<file path="src/hw/option_reset_watchdog_ctrl_map.vh">
// register map, option bit layout and timing counts of the option/reset/watchdog block
`ifndef OPTION_RESET_WATCHDOG_CTRL_MAP_VH
`define OPTION_RESET_WATCHDOG_CTRL_MAP_VH

// ==========================================================
// register indices (byte address is four times the index)
`define OPT_PRI_IDX   10'h012
`define OPT_SEC_IDX   10'h013
`define WDOG_SVC_IDX  10'h3f0
`define CTRL_IDX      10'h014
`define STAT_IDX      10'h015
`define MASK_IDX      10'h016

// ==========================================================
// primary option byte fields
`define OPT_SHORT_DLY 7
`define OPT_OSC3      6
`define OPT_OSCRC     5
`define OPT_HALT      4
`define OPT_PDINH     3
`define OPT_PAIRQ     2
`define OPT_EXTSENS   1
`define OPT_WDEN      0

// ==========================================================
// security byte fields, service and control fields
`define SEC_HI        1
`define SEC_LO        0
`define WDSVC_BIT     0
`define CTRL_RATE_HI  1
`define CTRL_RATE_LO  0

// ==========================================================
// status and mask bit positions
`define ST_SWI        0
`define ST_EXT        1
`define ST_PORT       2
`define ST_TOVF       3
`define ST_RTI        4
`define ST_WDOG       5
`define ST_ILLAD      6
`define ST_PIN        7

// ==========================================================
// reset values and timing counts (bus cycles)
`define CTRL_RST      2'h0
`define MASK_RST      8'h00
`define STAT_RST      8'h00
`define DLY_LONG      12'd4064
`define DLY_SHORT     12'd16

`endif

</file>
<file path="src/hw/option_reset_watchdog_ctrl.v">
// option bytes, reset sequencing, watchdog and interrupt detect
// Function
// - options come from two read-only byte registers at indices 12h and 13h.
// - bit 6 selects three-pin oscillator and bit 5 the RC oscillator.
// - reset comes from power-on, reset pin low, watchdog timeout, illegal address; no low-voltage reset.
// - interrupt sources are software, irq pin low, port A low nibble high, timer overflow and rti.
// - port A irq enable and external irq sensitivity come from the first option byte.
// - level mode takes falling edge and low level, else falling edge only; port enable gates port inputs.
// - the watchdog runs only when option bit 0 is one.
// - writing zero to bit 0 at index 3f0h restarts the watchdog count.
// - watchdog timeout is chosen by the two rate select bits.
// - after reset or stop exit wait 4064 cycles, or 16 when option bit 7 is set.
// - security is on unless both security bits are one.
//
// Decided for this implementation: the Wishbone register port.
`timescale 1ns/1ps
`include "option_reset_watchdog_ctrl_map.vh"

module option_reset_watchdog_ctrl #(
  parameter [23:0] WDOG_BASE = 24'd131072
) (
  input  wire        clk_i,
  input  wire        rst_i,
  input  wire        ce_i,
  input  wire [11:0] adr_i,
  input  wire [31:0] dat_i,
  output wire [31:0] dat_o,
  input  wire        we_i,
  input  wire [3:0]  sel_i,
  input  wire        cyc_i,
  input  wire        stb_i,
  output wire        ack_o,
  input  wire [7:0]  option_primary_i,
  input  wire [7:0]  option_security_i,
  input  wire        ext_reset_n_i,
  input  wire        illegal_addr_i,
  input  wire        stop_exit_i,
  input  wire        swi_i,
  input  wire        irq_pin_n_i,
  input  wire [3:0]  port_a_i,
  input  wire        timer_ovf_i,
  input  wire        rti_i,
  output wire        sys_reset_o,
  output wire        osc_stable_o,
  output wire        three_pin_osc_select_o,
  output wire        resistor_cap_osc_select_o,
  output wire        stop_to_halt_o,
  output wire        pulldown_inhibit_o,
  output wire        security_en_o,
  output wire        watchdog_active_o,
  output wire        irq_o
);

  localparam [1:0] ST_HOLD = 2'd0;
  localparam [1:0] ST_RUN  = 2'd1;
  localparam [1:0] ST_WAKE = 2'd2;

  // ==========================================================
  // helpers
  function hit;
    input [11:0] adr;
    input [9:0]  idx;
    begin
      hit = (adr[11:2] == idx);
    end
  endfunction

  function [23:0] wd_limit;
    input [1:0]  rate;
    input [23:0] base;
    begin
      wd_limit = base << rate;
    end
  endfunction

  // ==========================================================
  // state
  reg [7:0]  mask_option_config_r;
  reg [7:0]  sec_opt_r;
  reg [1:0]  rate_r;
  reg [7:0]  stat_r;
  reg [7:0]  stat_nxt;
  reg [7:0]  mask_r;
  reg        ack_r;
  reg [31:0] dat_r;
  reg [31:0] rd_nxt;
  reg [1:0]  st_r;
  reg [1:0]  st_nxt;
  reg [11:0] dly_r;
  reg [23:0] wd_cnt_r;
  reg        irq_r;
  reg        pin_s1_r;
  reg        pin_s2_r;
  reg        irqp_s1_r;
  reg        irqp_s2_r;
  reg        irqp_s3_r;
  reg [3:0]  pa_s1_r;
  reg [3:0]  pa_s2_r;

  wire [11:0] dly_lim;
  wire        dly_done;
  wire        wd_en;
  wire        wd_to;
  wire        wr_go;
  wire        svc_wr;
  wire        rst_req;
  wire        in_rst;
  wire        ext_evt;
  wire        port_evt;
  wire        port_irq_enable;
  wire        ext_irq_sensitivity;

  // ==========================================================
  // option decode
  assign dly_lim = mask_option_config_r[`OPT_SHORT_DLY] ?
                   `DLY_SHORT : `DLY_LONG;
  assign three_pin_osc_select_o    = mask_option_config_r[`OPT_OSC3];
  assign resistor_cap_osc_select_o = mask_option_config_r[`OPT_OSCRC];
  assign stop_to_halt_o     = mask_option_config_r[`OPT_HALT];
  assign pulldown_inhibit_o = mask_option_config_r[`OPT_PDINH];
  assign port_irq_enable     = mask_option_config_r[`OPT_PAIRQ];
  assign ext_irq_sensitivity = mask_option_config_r[`OPT_EXTSENS];
  assign security_en_o = ~(sec_opt_r[`SEC_HI] & sec_opt_r[`SEC_LO]);
  assign wd_en = mask_option_config_r[`OPT_WDEN];

  // ==========================================================
  // bus slave: ack one cycle after request, write on ack edge
  assign wr_go  = cyc_i & stb_i & we_i & ack_r;
  assign svc_wr = wr_go & sel_i[0] & hit(adr_i, `WDOG_SVC_IDX) &
                  ~dat_i[`WDSVC_BIT];
  assign ack_o  = ack_r;
  assign dat_o  = dat_r;

  always @* begin
    rd_nxt = 32'h0000_0000;
    if (hit(adr_i, `OPT_PRI_IDX))
      rd_nxt[7:0] = mask_option_config_r;
    else if (hit(adr_i, `OPT_SEC_IDX))
      rd_nxt[7:0] = sec_opt_r;
    else if (hit(adr_i, `CTRL_IDX))
      rd_nxt[1:0] = rate_r;
    else if (hit(adr_i, `STAT_IDX))
      rd_nxt[7:0] = stat_r;
    else if (hit(adr_i, `MASK_IDX))
      rd_nxt[7:0] = mask_r;
  end

  always @(posedge clk_i) begin
    if (rst_i) begin
      ack_r <= 1'b0;
      dat_r <= 32'h0000_0000;
    end else if (ce_i) begin
      ack_r <= cyc_i & stb_i & ~ack_r;
      if (cyc_i & stb_i & ~ack_r & ~we_i)
        dat_r <= rd_nxt;
      else if (ack_r)
        dat_r <= 32'h0000_0000;
    end
  end

  // ==========================================================
  // pin synchronisers
  always @(posedge clk_i) begin
    if (rst_i) begin
      pin_s1_r  <= 1'b1;
      pin_s2_r  <= 1'b1;
      irqp_s1_r <= 1'b1;
      irqp_s2_r <= 1'b1;
      irqp_s3_r <= 1'b1;
      pa_s1_r   <= 4'h0;
      pa_s2_r   <= 4'h0;
    end else if (ce_i) begin
      pin_s1_r  <= ext_reset_n_i;
      pin_s2_r  <= pin_s1_r;
      irqp_s1_r <= irq_pin_n_i;
      irqp_s2_r <= irqp_s1_r;
      irqp_s3_r <= irqp_s2_r;
      pa_s1_r   <= port_a_i;
      pa_s2_r   <= pa_s1_r;
    end
  end

  // ==========================================================
  // reset sequencer
  assign wd_to   = wd_en & (st_r != ST_HOLD) &
                   (wd_cnt_r >= wd_limit(rate_r, WDOG_BASE) - 24'd1);
  assign rst_req = ~pin_s2_r | wd_to | illegal_addr_i;
  assign in_rst  = (st_r == ST_HOLD);
  assign dly_done = (dly_r >= dly_lim - 12'd1);

  always @* begin
    st_nxt = st_r;
    case (st_r)
      ST_HOLD: begin
        if (dly_done)
          st_nxt = ST_RUN;
      end
      ST_RUN: begin
        if (stop_exit_i)
          st_nxt = ST_WAKE;
      end
      ST_WAKE: begin
        if (dly_done)
          st_nxt = ST_RUN;
      end
      default: st_nxt = ST_HOLD;
    endcase
    if (rst_req)
      st_nxt = ST_HOLD;
  end

  always @(posedge clk_i) begin
    if (rst_i) begin
      st_r  <= ST_HOLD;
      dly_r <= 12'd0;
    end else if (ce_i) begin
      st_r <= st_nxt;
      if (st_nxt != st_r || rst_req)
        dly_r <= 12'd0;
      else if (st_r != ST_RUN)
        dly_r <= dly_r + 12'd1;
    end
  end

  assign sys_reset_o  = in_rst;
  assign osc_stable_o = (st_r == ST_RUN);

  // options are caught while the reset sequence holds
  always @(posedge clk_i) begin
    if (rst_i || (ce_i && in_rst)) begin
      mask_option_config_r <= option_primary_i;
      sec_opt_r            <= option_security_i;
    end
  end

  // ==========================================================
  // watchdog counter
  always @(posedge clk_i) begin
    if (rst_i) begin
      wd_cnt_r <= 24'd0;
    end else if (ce_i) begin
      if (in_rst || !wd_en || svc_wr || wd_to)
        wd_cnt_r <= 24'd0;
      else
        wd_cnt_r <= wd_cnt_r + 24'd1;
    end
  end

  assign watchdog_active_o = wd_en;

  // ==========================================================
  // control and mask registers
  always @(posedge clk_i) begin
    if (rst_i) begin
      rate_r <= `CTRL_RST;
      mask_r <= `MASK_RST;
    end else if (ce_i) begin
      if (in_rst) begin
        rate_r <= `CTRL_RST;
        mask_r <= `MASK_RST;
      end else if (wr_go && sel_i[0]) begin
        if (hit(adr_i, `CTRL_IDX))
          rate_r <= dat_i[`CTRL_RATE_HI:`CTRL_RATE_LO];
        if (hit(adr_i, `MASK_IDX))
          mask_r <= dat_i[7:0];
      end
    end
  end

  // ==========================================================
  // interrupt detect and sticky status
  assign ext_evt = (irqp_s3_r & ~irqp_s2_r) |
                   (ext_irq_sensitivity & ~irqp_s2_r);
  assign port_evt = port_irq_enable & (|pa_s2_r);

  always @* begin
    stat_nxt = stat_r;
    if (wr_go && sel_i[0] && hit(adr_i, `STAT_IDX))
      stat_nxt = stat_r & ~dat_i[7:0];
    if (!in_rst) begin
      stat_nxt[`ST_SWI]  = stat_nxt[`ST_SWI]  | swi_i;
      stat_nxt[`ST_EXT]  = stat_nxt[`ST_EXT]  | ext_evt;
      stat_nxt[`ST_PORT] = stat_nxt[`ST_PORT] | port_evt;
      stat_nxt[`ST_TOVF] = stat_nxt[`ST_TOVF] | timer_ovf_i;
      stat_nxt[`ST_RTI]  = stat_nxt[`ST_RTI]  | rti_i;
    end
    stat_nxt[`ST_WDOG]  = stat_nxt[`ST_WDOG]  | wd_to;
    stat_nxt[`ST_ILLAD] = stat_nxt[`ST_ILLAD] | illegal_addr_i;
    stat_nxt[`ST_PIN]   = stat_nxt[`ST_PIN]   | ~pin_s2_r;
  end

  always @(posedge clk_i) begin
    if (rst_i) begin
      stat_r <= `STAT_RST;
      irq_r  <= 1'b0;
    end else if (ce_i) begin
      stat_r <= stat_nxt;
      irq_r  <= |(stat_nxt & mask_r);
    end
  end

  assign irq_o = irq_r;

endmodule // option_reset_watchdog_ctrl

</file>
<file path="config.mk">
export PLATFORM = sky130hd
export DESIGN_NAME = option_reset_watchdog_ctrl
export DESIGN_NICKNAME = d
export VERILOG_FILES = /design/src/hw/option_reset_watchdog_ctrl.v
export VERILOG_INCLUDE_DIRS = /design/src /design/src/hw
export SDC_FILE = /design/constraint.sdc
export NUM_CORES = 1
export LEC_CHECK = 0
export ABC_AREA = 1
export BUFFER_PORTS_ARGS = -buffer_cell sky130_fd_sc_hd__buf_4
export CAP_MARGIN = 5
export CORE_AREA = 4 4 122 95
export DETAILED_ROUTE_END_ITERATION = 16
export DIE_AREA = 0 0 126 99
export GPL_ROUTABILITY_DRIVEN = 0
export MAX_ROUTING_LAYER = met4
export PLACE_DENSITY = 0.78
export SLEW_MARGIN = 20
export SYNTH_ARGS = -nofsm -noshare
export SYNTH_HDL_FRONTEND = slang
export SYNTH_SLANG_ARGS = --single-unit
</file>
<file path="constraint.sdc">
create_clock -name clk_i -period 2.5 [get_ports clk_i]
set_input_delay 0.375 -clock clk_i [delete_from_list [all_inputs] [get_ports clk_i]]
set_output_delay 0.375 -clock clk_i [all_outputs]
set_load 0.1 [all_outputs]
</file>
==> results of run 1 <==
metal layers:
layer | track usage, % | share of wire [%] | up-vias | wire [um]
met1 | 26.6 | 46 | 2049 | 5520
met3 | 5.04 | 7.9 | 22 | 942
li1 | - | - | 2321 | -
met4 | 5.28 | 1.6 | 0 | 186
met5 | - | 0 | - | 0
met2 | 30.5 | 44 | 209 | 5250
state kept, by name, indices dropped and copies added, names as in the netlist, 2 cells and up:
register	cells
stat_r	8
sec_opt_r	8
st_r	2
pa_s1_r	4
dat_o	8
dly_r	12
mask_option_config_r	8
pa_s2_r	4
rate_r	2
wd_cnt_r	24
mask_r	8
cell type report:
type	instances	share of cell area [%]
clock buffer	9	3.86
clock inverter	7	1.63
inverter	69	4.44
sequential	95	35.3
tap	136	2.92
multi-input combinational	500	42.1
timing repair buffer	76	9.77
power breakdown:
part / total, mW / switching, mW / leakage (nW) / internal, mW
Combinational: 0.532 / 0.411 / 1.56 / 0.121
Sequential: 1.64 / 0.0352 / 0.804 / 1.61
Clock: 1.47 / 0.594 / 0.157 / 0.878
worst reg2reg max path, cell delays in order (launching register included):
cell	delay (ps)
dfxtp_1	430
nand2_1	80
ha_1	310
a21oi_1	160
nand2_1	60
nor2_1	80
nand2_1	80
nand2_1	150
nand3_1	110
nor2_2	350
nand4_1	160
a21oi_1	150
cells by family after synthesis:
family	after synthesis
xor+xnor	18
flops	95
compound gates	103
fa+ha+maj	12
other cells	1
buf+inv	110
simple gates	343
repair_timing:
item,4_1_cts,5_1_grt
hold buffers,0,0
resized for setup,0,1
setup endpoints to repair,0,1
endpoints found under the hold margin,0,0
path summary, 6_finish.rpt:
kind | start | to | slack, ps | cells after the start
min reg2reg | wd_cnt_r[22]$_SDFFE_PP0P_ | wd_cnt_r[22]$_SDFFE_PP0P_ | 440 | 2
max reg2reg | rate_r[1]$_SDFFE_PP0P_ | dly_r[2]$_SDFFE_PP0P_ | 320 | 11
max | rate_r[1]$_SDFFE_PP0P_ | dly_r[2]$_SDFFE_PP0P_ | 320 | 11
min | option_security_i[6] | sec_opt_r[6]$_DFFE_PP_ | 210 | 1
layout by cell type (no fill, tap or decap), types with 4 or more instances in the layout:
cell type,Yosys,final
nand2_1,147,146
nor2_1,99,97
dfxtp_1,79,79
buf_4,24,76
inv_1,67,67
a21oi_1,54,54
nand3_1,43,43
o21ai_0,38,37
conb_1,1,24
nand4_1,19,19
edfxtp_1,16,16
xor2_1,14,14
nor3_1,12,12
ha_1,12,12
clkbuf_16,0,9
or2_2,6,6
nor2_2,4,5
nor3b_1,4,4
xnor2_1,4,4
==> flow_summary_export.csv, run 1 <==
group,metric,value,unit
routing,ant_nets,0,
power_and_ir_drop,p_per_area,625,nW/um2
routing,finalWirelength,11900,um
sta,rsz0062_at_grt,"false",
setup_path,path_max_fanout,10,
yosys,synth_top_family_by_area,"simple AND/OR/NAND/NOR gates",
yosys,yosysTopAreaCell,"dfxtp_1",
layout,multi_input_area,2450,um2
placed_design,place_ws,281,ps
placed_design,portBuffers,69,
routing,dr.pass1.iters,5,
sta,final.min_clock_period,2180,ps
floorplan,rows,32,
cts,clk_pin_slew_worst_paths,70,ps
yosys,yosys.area_share.simple,30.5,%
sta,max-slew-margin-rel,58.7,%
layout,fill_cells,932,
sta,whs,206,ps
yosys,synth_mux_area_share,0,%
power_and_ir_drop,leakage,2.52,nW
yosys,synth-compound-area-share,11.0,%
cts,cts_tree,"built",
power_and_ir_drop,fin_total_pwr,3.65,mW
job,drv_cap,0,
cts,clk_latency,340,ps
routing,vias,4601,
floorplan,dieHeight,99,um
yosys,syn_inst,682,
placed_design,hpwl,8810,um
global_routing,grt.total_usage,20.0,%
sta,hold_viol,0,
layout,fin_util,56.9,%
setup_path,cp.required,2770,ps
yosys,synth_xor_area_share,3.20,%
setup_path,cp.arrival,2450,ps
layout,seqCellArea,2060,um2
setup_path,crit_chain,"nand2_1, ha_1, a21oi_1, nand2_1, nor2_1, nand2_1, nand2_1, nand3_1, nor2_2, nand4_1, a21oi_1",
setup_path,critical_path_class,"reg2reg",
routing,avgViaCountPerCell,5.16,
yosys,synth_cell_type_count,37,
routing,wire_per_inst,13.3,um
setup_path,worst-path-buf-inv,0,
yosys,ys_async_sr_fraction,0,%
sta,fmax,458,MHz
yosys,synth_edf_count,16,
floorplan,pin_count,123,
yosys,ys_ff_latch,95,
yosys,synth.avg_cell_area,7.22,um2
yosys,yosysWarnings,0,
setup_path,crit_top_cell,"nand2_1",
layout,stdcell_area,5840,um2
cts,clkSinkCount,95,
sta,tightest_slew,617,ps
yosys,synthAdderAreaFrac,3.05,%
layout,nets,844,
routing,drt-initial-drc-count,318,
yosys,synth_top_area_share,32.1,%
layout,num_antenna_cells,0,
sta,finClkSkew,8.28,ps
sta,setup_viol,0,
layout,final_cells,892,
layout,drive_gt1_share,14.8,%
floorplan,start_util,48.0,%
cts,htree_levels,3,
sta,post-route-period-util,87.3,%
yosys,yosys-top-cells-count,"147 x nand2_1, 99 x nor2_1, 79 x dfxtp_1",
cts,postCtsSetupRepairBufs,0,
placed_design,dp_cells,876,
yosys,synth_area_leaders,"dfxtp_1 32%, nand2_1 11%, edfxtp_1 9.8%, nor2_1 7.5%, a21oi_1 5.5%",
cts,cts_buffer_depth,2,
setup_path,critPathSlowestCell,"dfxtp_1",
yosys,synth-seq-area-share,41.9,%
setup_path,crit_family,"simple AND/OR/NAND/NOR gates",
power_and_ir_drop,ir_drop,295,uV
yosys,yosysMostFrequentCell,"nand2_1",
global_routing,grt-ovfl-total,0,
yosys,synthFlopType,"dfxtp_1",
global_routing,antenna_found_initial,0,
floorplan,dieArea,12500,um2
setup_path,end_kind,"flop",
routing,drc,0,
setup_path,cpPeakStageDelay,430,ps
min_path,hold_class,"in2reg",
sta,finalMaxSlewViolations,0,
cts,root_buffer,"clkbuf_16",
floorplan,die_x,126,um
global_routing,grt_pass1_wl,20300,um
layout,area_delta_synth_final,18.6,%
yosys,syn_area,4920,um2
status,status,"finished, final reports clean",
placed_design,post_dp_cell_area,5510,um2
sta,tns,0,ps
sta,worst_slack,318,ps
floorplan,core_area,10200,um2
global_routing,grt_max_degree,43,
global_routing,grt_pass1_vias,4404,
cts,numCtsBuffers,9,
setup_path,worst_setup_path_start_kind,"flop",
Power figures use the tool's default switching activity.
==> run 2, diff against run 1 <==
ABC_AREA = not set   (was 1)
CORE_AREA = 4 4 121 94   (was 4 4 122 95)
DIE_AREA = 0 0 125 98   (was 0 0 126 99)
==> run 2 against run 1 <==
Area after synthesis decreased by 2.4%. Largest cell class unchanged. Hold slack got worse by 7.7 ps. Critical endpoint is now wd_cnt_r[8]$_SDFFE_PP0P_. First-iteration DRC count increased by 23%. Design area decreased by 2.0%. Clock power about the same. Sequential power about the same. Global-route usage increased by 0.48 points. Wire length increased by 3.1%. Total power decreased by 3.8%. Worst setup slack got worse by 58 ps.
==> flow_summary_export.csv, run 2 <==
group,metric,value,unit
status,status,"finished, final reports clean",
layout,layout_common_cells,"82 x buf_4, 79 x dfxtp_1, 63 x nor2_1",
sta,hold_viol,0,
routing,avgViaCountPerCell,5.65,
floorplan,pin_count,123,
setup_path,crit_top_cell,"a21o_1",
placed_design,hpwl,8990,um
yosys,synth_top_area_share,32.9,%
yosys,synth_cell_type_count,59,
setup_path,critical_path_class,"reg2reg",
cts,clk_latency,350,ps
yosys,syn_inst,541,
routing,wl_met3,1090,um
yosys,synth-seq-area-share,42.9,%
setup_path,crit_family,"compound AO/OA/AOI/OAI gates",
setup_path,path_max_fanout,23,
yosys,ys_async_sr_fraction,0,%
yosys,yosys-top-cells-count,"79 x dfxtp_1, 63 x nor2_1, 58 x nand2_1",
routing,ant_nets,0,
sta,fmax,446,MHz
yosys,yosysWarnings,0,
layout,largest_register,"wd_cnt_r",
yosys,yosysTopAreaCell,"dfxtp_1",
layout,num_antenna_cells,0,
setup_path,worst-path-buf-inv,2,
yosys,ys_ff_latch,95,
layout,final_common_cell,"buf_4",
setup_path,reg2reg_slack,260,ps
routing,drt-initial-drc-count,392,
sta,tightest_slew,835,ps
sta,max-slew-margin-rel,44.3,%
global_routing,grt_pass1_wl,19900,um
yosys,synth_area_leaders,"dfxtp_1 33%, edfxtp_1 10%, nor2_1 4.9%, nand2_1 4.5%, buf_4 3.8%",
sta,finalMaxSlewViolations,0,
global_routing,grt-ovfl-total,0,
cts,postCtsSetupRepairBufs,0,
job,drv_cap,0,
min_path,hold_class,"in2reg",
yosys,yosysMostFrequentCell,"dfxtp_1",
floorplan,start_util,47.2,%
layout,drive_gt1_share,18.2,%
cts,cts_tree,"built",
layout,largest_register_ffs,24,
setup_path,critPathSlowestCell,"dfxtp_1",
yosys,synth.avg_cell_area,8.88,um2
routing,dr.pass1.iters,5,
power_and_ir_drop,p_per_area,614,nW/um2
global_routing,antenna_found_initial,0,
yosys,synthFlopType,"dfxtp_1",
routing,maxUsedRoutingLayer,"met4",
layout,reg.largest.list,"wd_cnt_r x24, dly_r x12",
cts,root_buffer,"clkbuf_16",
sta,tns,0,ps
floorplan,die_x,125,um
sta,post-route-period-util,89.6,%
cts,numCtsBuffers,9,
sta,rsz0062_at_grt,"false",
yosys,synth_edf_count,16,
cts,cts_buffer_depth,2,
global_routing,grt.total_usage,20.5,%
routing,finalWirelength,12300,um
sta,finClkSkew,5.93,ps
layout,area_delta_synth_final,19.1,%
cts,clkSinkCount,95,
cts,htree_levels,3,
setup_path,end_kind,"flop",
yosys,syn_area,4800,um2
routing,wl_met1,5410,um
power_and_ir_drop,ir_drop,343,uV
setup_path,cpPeakStageDelay,370,ps
power_and_ir_drop,leakage,2.23,nW
setup_path,worst_setup_path_start_kind,"flop",
floorplan,dieArea,12300,um2
global_routing,grt_pass1_vias,4081,
global_routing,grt_max_degree,34,
placed_design,portBuffers,69,
floorplan,dieHeight,98,um
setup_path,cp.arrival,2520,ps
floorplan,rows,32,
sta,setup_viol,0,
routing,drc,0,
layout,fin_util,56.3,%
floorplan,core_area,10200,um2
routing,vias,4251,
cts,clk_pin_slew_worst_paths,70,ps
routing,wire_per_inst,16.3,um
setup_path,crit_chain,"inv_1, ha_1, a21o_1, a211o_1, a21oi_2, o311ai_1, a21o_1, buf_12, nor2_1",
routing,wl_met2,5550,um
sta,final.min_clock_period,2240,ps
layout,nets,705,
setup_path,cp.required,2780,ps
## run 2: final timing paths
check,end,from,depth (start not counted)
hold reg to reg,dat_o[2]$_SDFFE_PP0P_,dat_o[2]$_SDFFE_PP0P_,2
hold / removal,sec_opt_r[7]$_DFFE_PP_,option_security_i[7],1
setup reg to reg,wd_cnt_r[8]$_SDFFE_PP0P_,rate_r[1]$_SDFFE_PP0P_,9
setup / recovery,wd_cnt_r[8]$_SDFFE_PP0P_,rate_r[1]$_SDFFE_PP0P_,9
## run 2: routing by layer
layer | vias to the layer above | global-route usage, %
li1 | 2018 | -
met1 | 1995 | 27.0
met2 | 214 | 30.9
met3 | 24 | 5.19
met4 | 0 | 6.75
met5 | - | -
## run 2: per-stage QoR
stage	power [mW]	instances	hold WS, ps	setup slack (ps)	instance area, um2
6_report	3.51	753	198	260	5720
5_1_grt	3.63	753	185	46.4	5720
4_1_cts	3.53	753	191	135	5720
3_5_place_dp	2.10	737	453	134	5410
3_3_place_gp	2.09	737	442	128	5410
2_1_floorplan	2.00	564	438	113	4890
## run 2: cells by family after synthesis
family,count (synthesis),synth area share (%)
AOI/OAI and AO/OA,111,15.4
xor gates and xnor gates,28,5.10
adders and majority gates,12,3.12
buffers and inverters,56,6.90
DFF,95,42.9
muxes,14,2.92
other,1,0.0781
and+or+nand+nor,224,23.6
## run 2: timing repair
item / CTS / global route
endpoints found under the hold margin: 0 / 0
resized for setup: 0 / 3
hold buffers: 0 / 0
setup endpoints to repair: 0 / 9
## run 2: power by group
part / switching (mW) / internal [mW]
registers: 0.0233 / 1.59
clock network: 0.640 / 0.802
logic: 0.343 / 0.112
## run 2: area by class of cell
type	count	area [um2]
tap	136	170
fill	904	4450
multi-input combinational	413	2500
inverter	10	37.5
clock inverter	7	87.6
sequential	95	2060
clock buffer	9	225
timing repair buffer	83	636
==> run 3, diff against run 2 <==
CORE_AREA = 4 4 119 92   (was 4 4 121 94)
DIE_AREA = 0 0 123 96   (was 0 0 125 98)
clock period = 2.89 ns   (was 2.5 ns; I/O delays follow)
==> run 3 against run 2 <==
Register-to-register slack improved by 160 ps. Clock power fell by 20%. Non-clock buffer count decreased by 3. Combinational power down 15%. Die area fell by 3.6%. Sequential cell count unchanged. Total power shrank 17%. Wire length shrank 3.2%. Worst setup slack improved by 160 ps. Design area shrank 1.2%. First-iteration DRC count up 12%. Hold slack gained 67 ps. Critical endpoint is now dly_r[5]$_SDFFE_PP0P_. Highest routed layer unchanged.
==> flow_summary_export.csv, run 3 (synthesized netlist as in run 2, its figures left out) <==
group,metric,value,unit
cts,clk_pin_slew_worst_paths,70,ps
setup_path,cp.required,3170,ps
routing,dr.pass1.iters,5,
placed_design,portBuffers,69,
sta,tns,0,ps
global_routing,antenna_found_initial,0,
power_and_ir_drop,clkPwrFrac,39.2,%
sta,rsz0062_at_grt,"false",
min_path,holdPathEnd,"sec_opt_r[5]$_DFFE_PP_",
floorplan,core_area,9660,um2
layout,nets,702,
setup_path,worst_setup_path_start_kind,"flop",
layout,largest_register,"wd_cnt_r",
setup_path,rr_worst_depth,7,
routing,avgViaCountPerCell,5.61,
setup_path,path_max_fanout,9,
sta,setup_viol,0,
setup_path,reg2reg_from,"mask_option_config_r[7]$_DFFE_PP_",
min_path,hold_class,"in2reg",
sta,post-route-period-util,85.6,%
floorplan,die_x,123,um
floorplan,pin_count,123,
power_and_ir_drop,p_int,2.07,mW
power_and_ir_drop,p_per_area,518,nW/um2
global_routing,grt_pass1_wl,19100,um
global_routing,grt_max_degree,31,
sta,fmax,404,MHz
power_and_ir_drop,ir_drop,483,uV
setup_path,cp.arrival,2750,ps
routing,drc,0,
layout,largest_register_ffs,24,
power_and_ir_drop,switching_power,0.857,mW
layout,reg.largest.list,"wd_cnt_r x24, dly_r x12",
setup_path,critical_path_class,"reg2reg",
setup_path,crit_top_cell,"o21ai_0",
cts,clkSinkCount,95,
setup_path,r2r-end,"dly_r[5]$_SDFFE_PP0P_",
layout,layout_common_cells,"80 x buf_4, 79 x dfxtp_1, 63 x nor2_1",
setup_path,reg2reg_slack,420,ps
cts,cts_buffer_depth,2,
floorplan,start_util,49.7,%
cts,cts_hold_buffers,0,
global_routing,grt_pass1_vias,3963,
layout,area_delta_synth_final,17.7,%
cts,numCtsBuffers,9,
floorplan,dieHeight,96,um
setup_path,cpPeakStageDelay,530,ps
routing,ant_nets,0,
layout,num_antenna_cells,0,
power_and_ir_drop,p_seq_share,47.7,%
job,drv_cap,0,
sta,final.min_clock_period,2470,ps
min_path,holdPathStages,1,
power_and_ir_drop,combPwrFrac,13.2,%
setup_path,end_kind,"flop",
sta,whs,266,ps
status,status,"finished, final reports clean",
cts,postCtsSetupRepairBufs,0,
cts,cts_resized,0,
routing,finalWirelength,11900,um
cts,clk_latency,340,ps
sta,finClkSkew,5.49,ps
setup_path,crit_chain,"ha_1, o21ai_0, a21oi_1, a2111oi_0, o21ai_0, a221o_1, nor2_1",
min_path,hold_start,"option_security_i[5]",
routing,wire_per_inst,15.9,um
setup_path,critPathSlowestCell,"edfxtp_1",
floorplan,rows,31,
routing,vias,4187,
layout,fill_cells,852,
cts,root_buffer,"clkbuf_16",
floorplan,dieArea,11800,um2
routing,drt-initial-drc-count,440,
sta,max-slew-margin-rel,46.7,%
sta,tightest_slew,800,ps
layout,final_common_cell,"buf_4",
cts,htree_levels,3,
power_and_ir_drop,leakage,2.20,nW
layout,drive_gt1_share,17.6,%
global_routing,grt-ovfl-total,0,
setup_path,crit_family,"compound AO/OA/AOI/OAI gates",
placed_design,hpwl,8810,um
power_and_ir_drop,swShare,29.3,%
setup_path,worst-path-buf-inv,0,
global_routing,grt.total_usage,21.2,%
sta,finalMaxSlewViolations,0,
cts,cts_tree,"built",
sta,hold_viol,0,
## run 3: cell types whose count changed in the layout (fill, tap and decap cells not counted), moves of 2 or more
cell      previous run  this run
clkinv_4             1         3
inv_6                1         3
inv_8                3         1
buf_4               82        80
## run 3: power groups by stage
stage                     logic [mW]  clock network (mW)  registers [mW]
final                          0.386                1.15            1.40
after global routing           0.406                1.21            1.40
after CTS                      0.384                1.16            1.40
after detailed placement       0.382                   0            1.43
after global placement         0.377                   0            1.42
after floorplan                0.264                   0            1.46
## run 3: area by class of cell
type | instances | area (um2) | share of cell area [%]
Sequential cell | 95 | 2060 | 36.5
Clock buffer | 9 | 225 | 3.98
Clock inverter | 7 | 63.8 | 1.13
Timing Repair Buffer | 80 | 601 | 10.6
Inverter | 10 | 37.5 | 0.664
Multi-Input combinational cell | 413 | 2500 | 44.2
Tap cell | 132 | 165 | 2.92
## run 3: per-layer routing
metal | track usage, % | share of wire, % | vias to the layer above
li1 | - | - | 2014
met1 | 28.3 | 43 | 1958
met2 | 32.8 | 45 | 199
met3 | 5.29 | 11 | 16
met4 | 4.42 | 1.0 | 0
met5 | - | 0 | -
## run 3: metrics by stage
step	cells	util, %	instance area [um2]	power (mW)	setup WS (ps)
after global routing	746	58.5	5650	3.02	175
after global placement	730	55.6	5370	1.80	390
after floorplan	564	-	4890	1.73	503
after detailed placement	730	55.6	5370	1.81	399
final	746	58.5	5650	2.93	416
after CTS	746	58.5	5650	2.94	365
## run 3: worst max-delay path by stage
stage                                      startpoint                                 to  slack [ps]  depth (start not counted)
finish              mask_option_config_r[7]$_DFFE_PP_              dly_r[5]$_SDFFE_PP0P_         420                          7
global route        mask_option_config_r[7]$_DFFE_PP_              dly_r[8]$_SDFFE_PP0P_         170                          7
CTS                 mask_option_config_r[7]$_DFFE_PP_              dly_r[5]$_SDFFE_PP0P_         360                          7
detailed placement                           dat_i[0]           wd_cnt_r[6]$_SDFFE_PP0P_         400                          8
global placement    mask_option_config_r[7]$_DFFE_PP_              dly_r[7]$_SDFFE_PP0P_         390                          7
floorplan                        st_r[1]$_SDFFE_PP0P_  mask_option_config_r[0]$_DFFE_PP_         500                          3
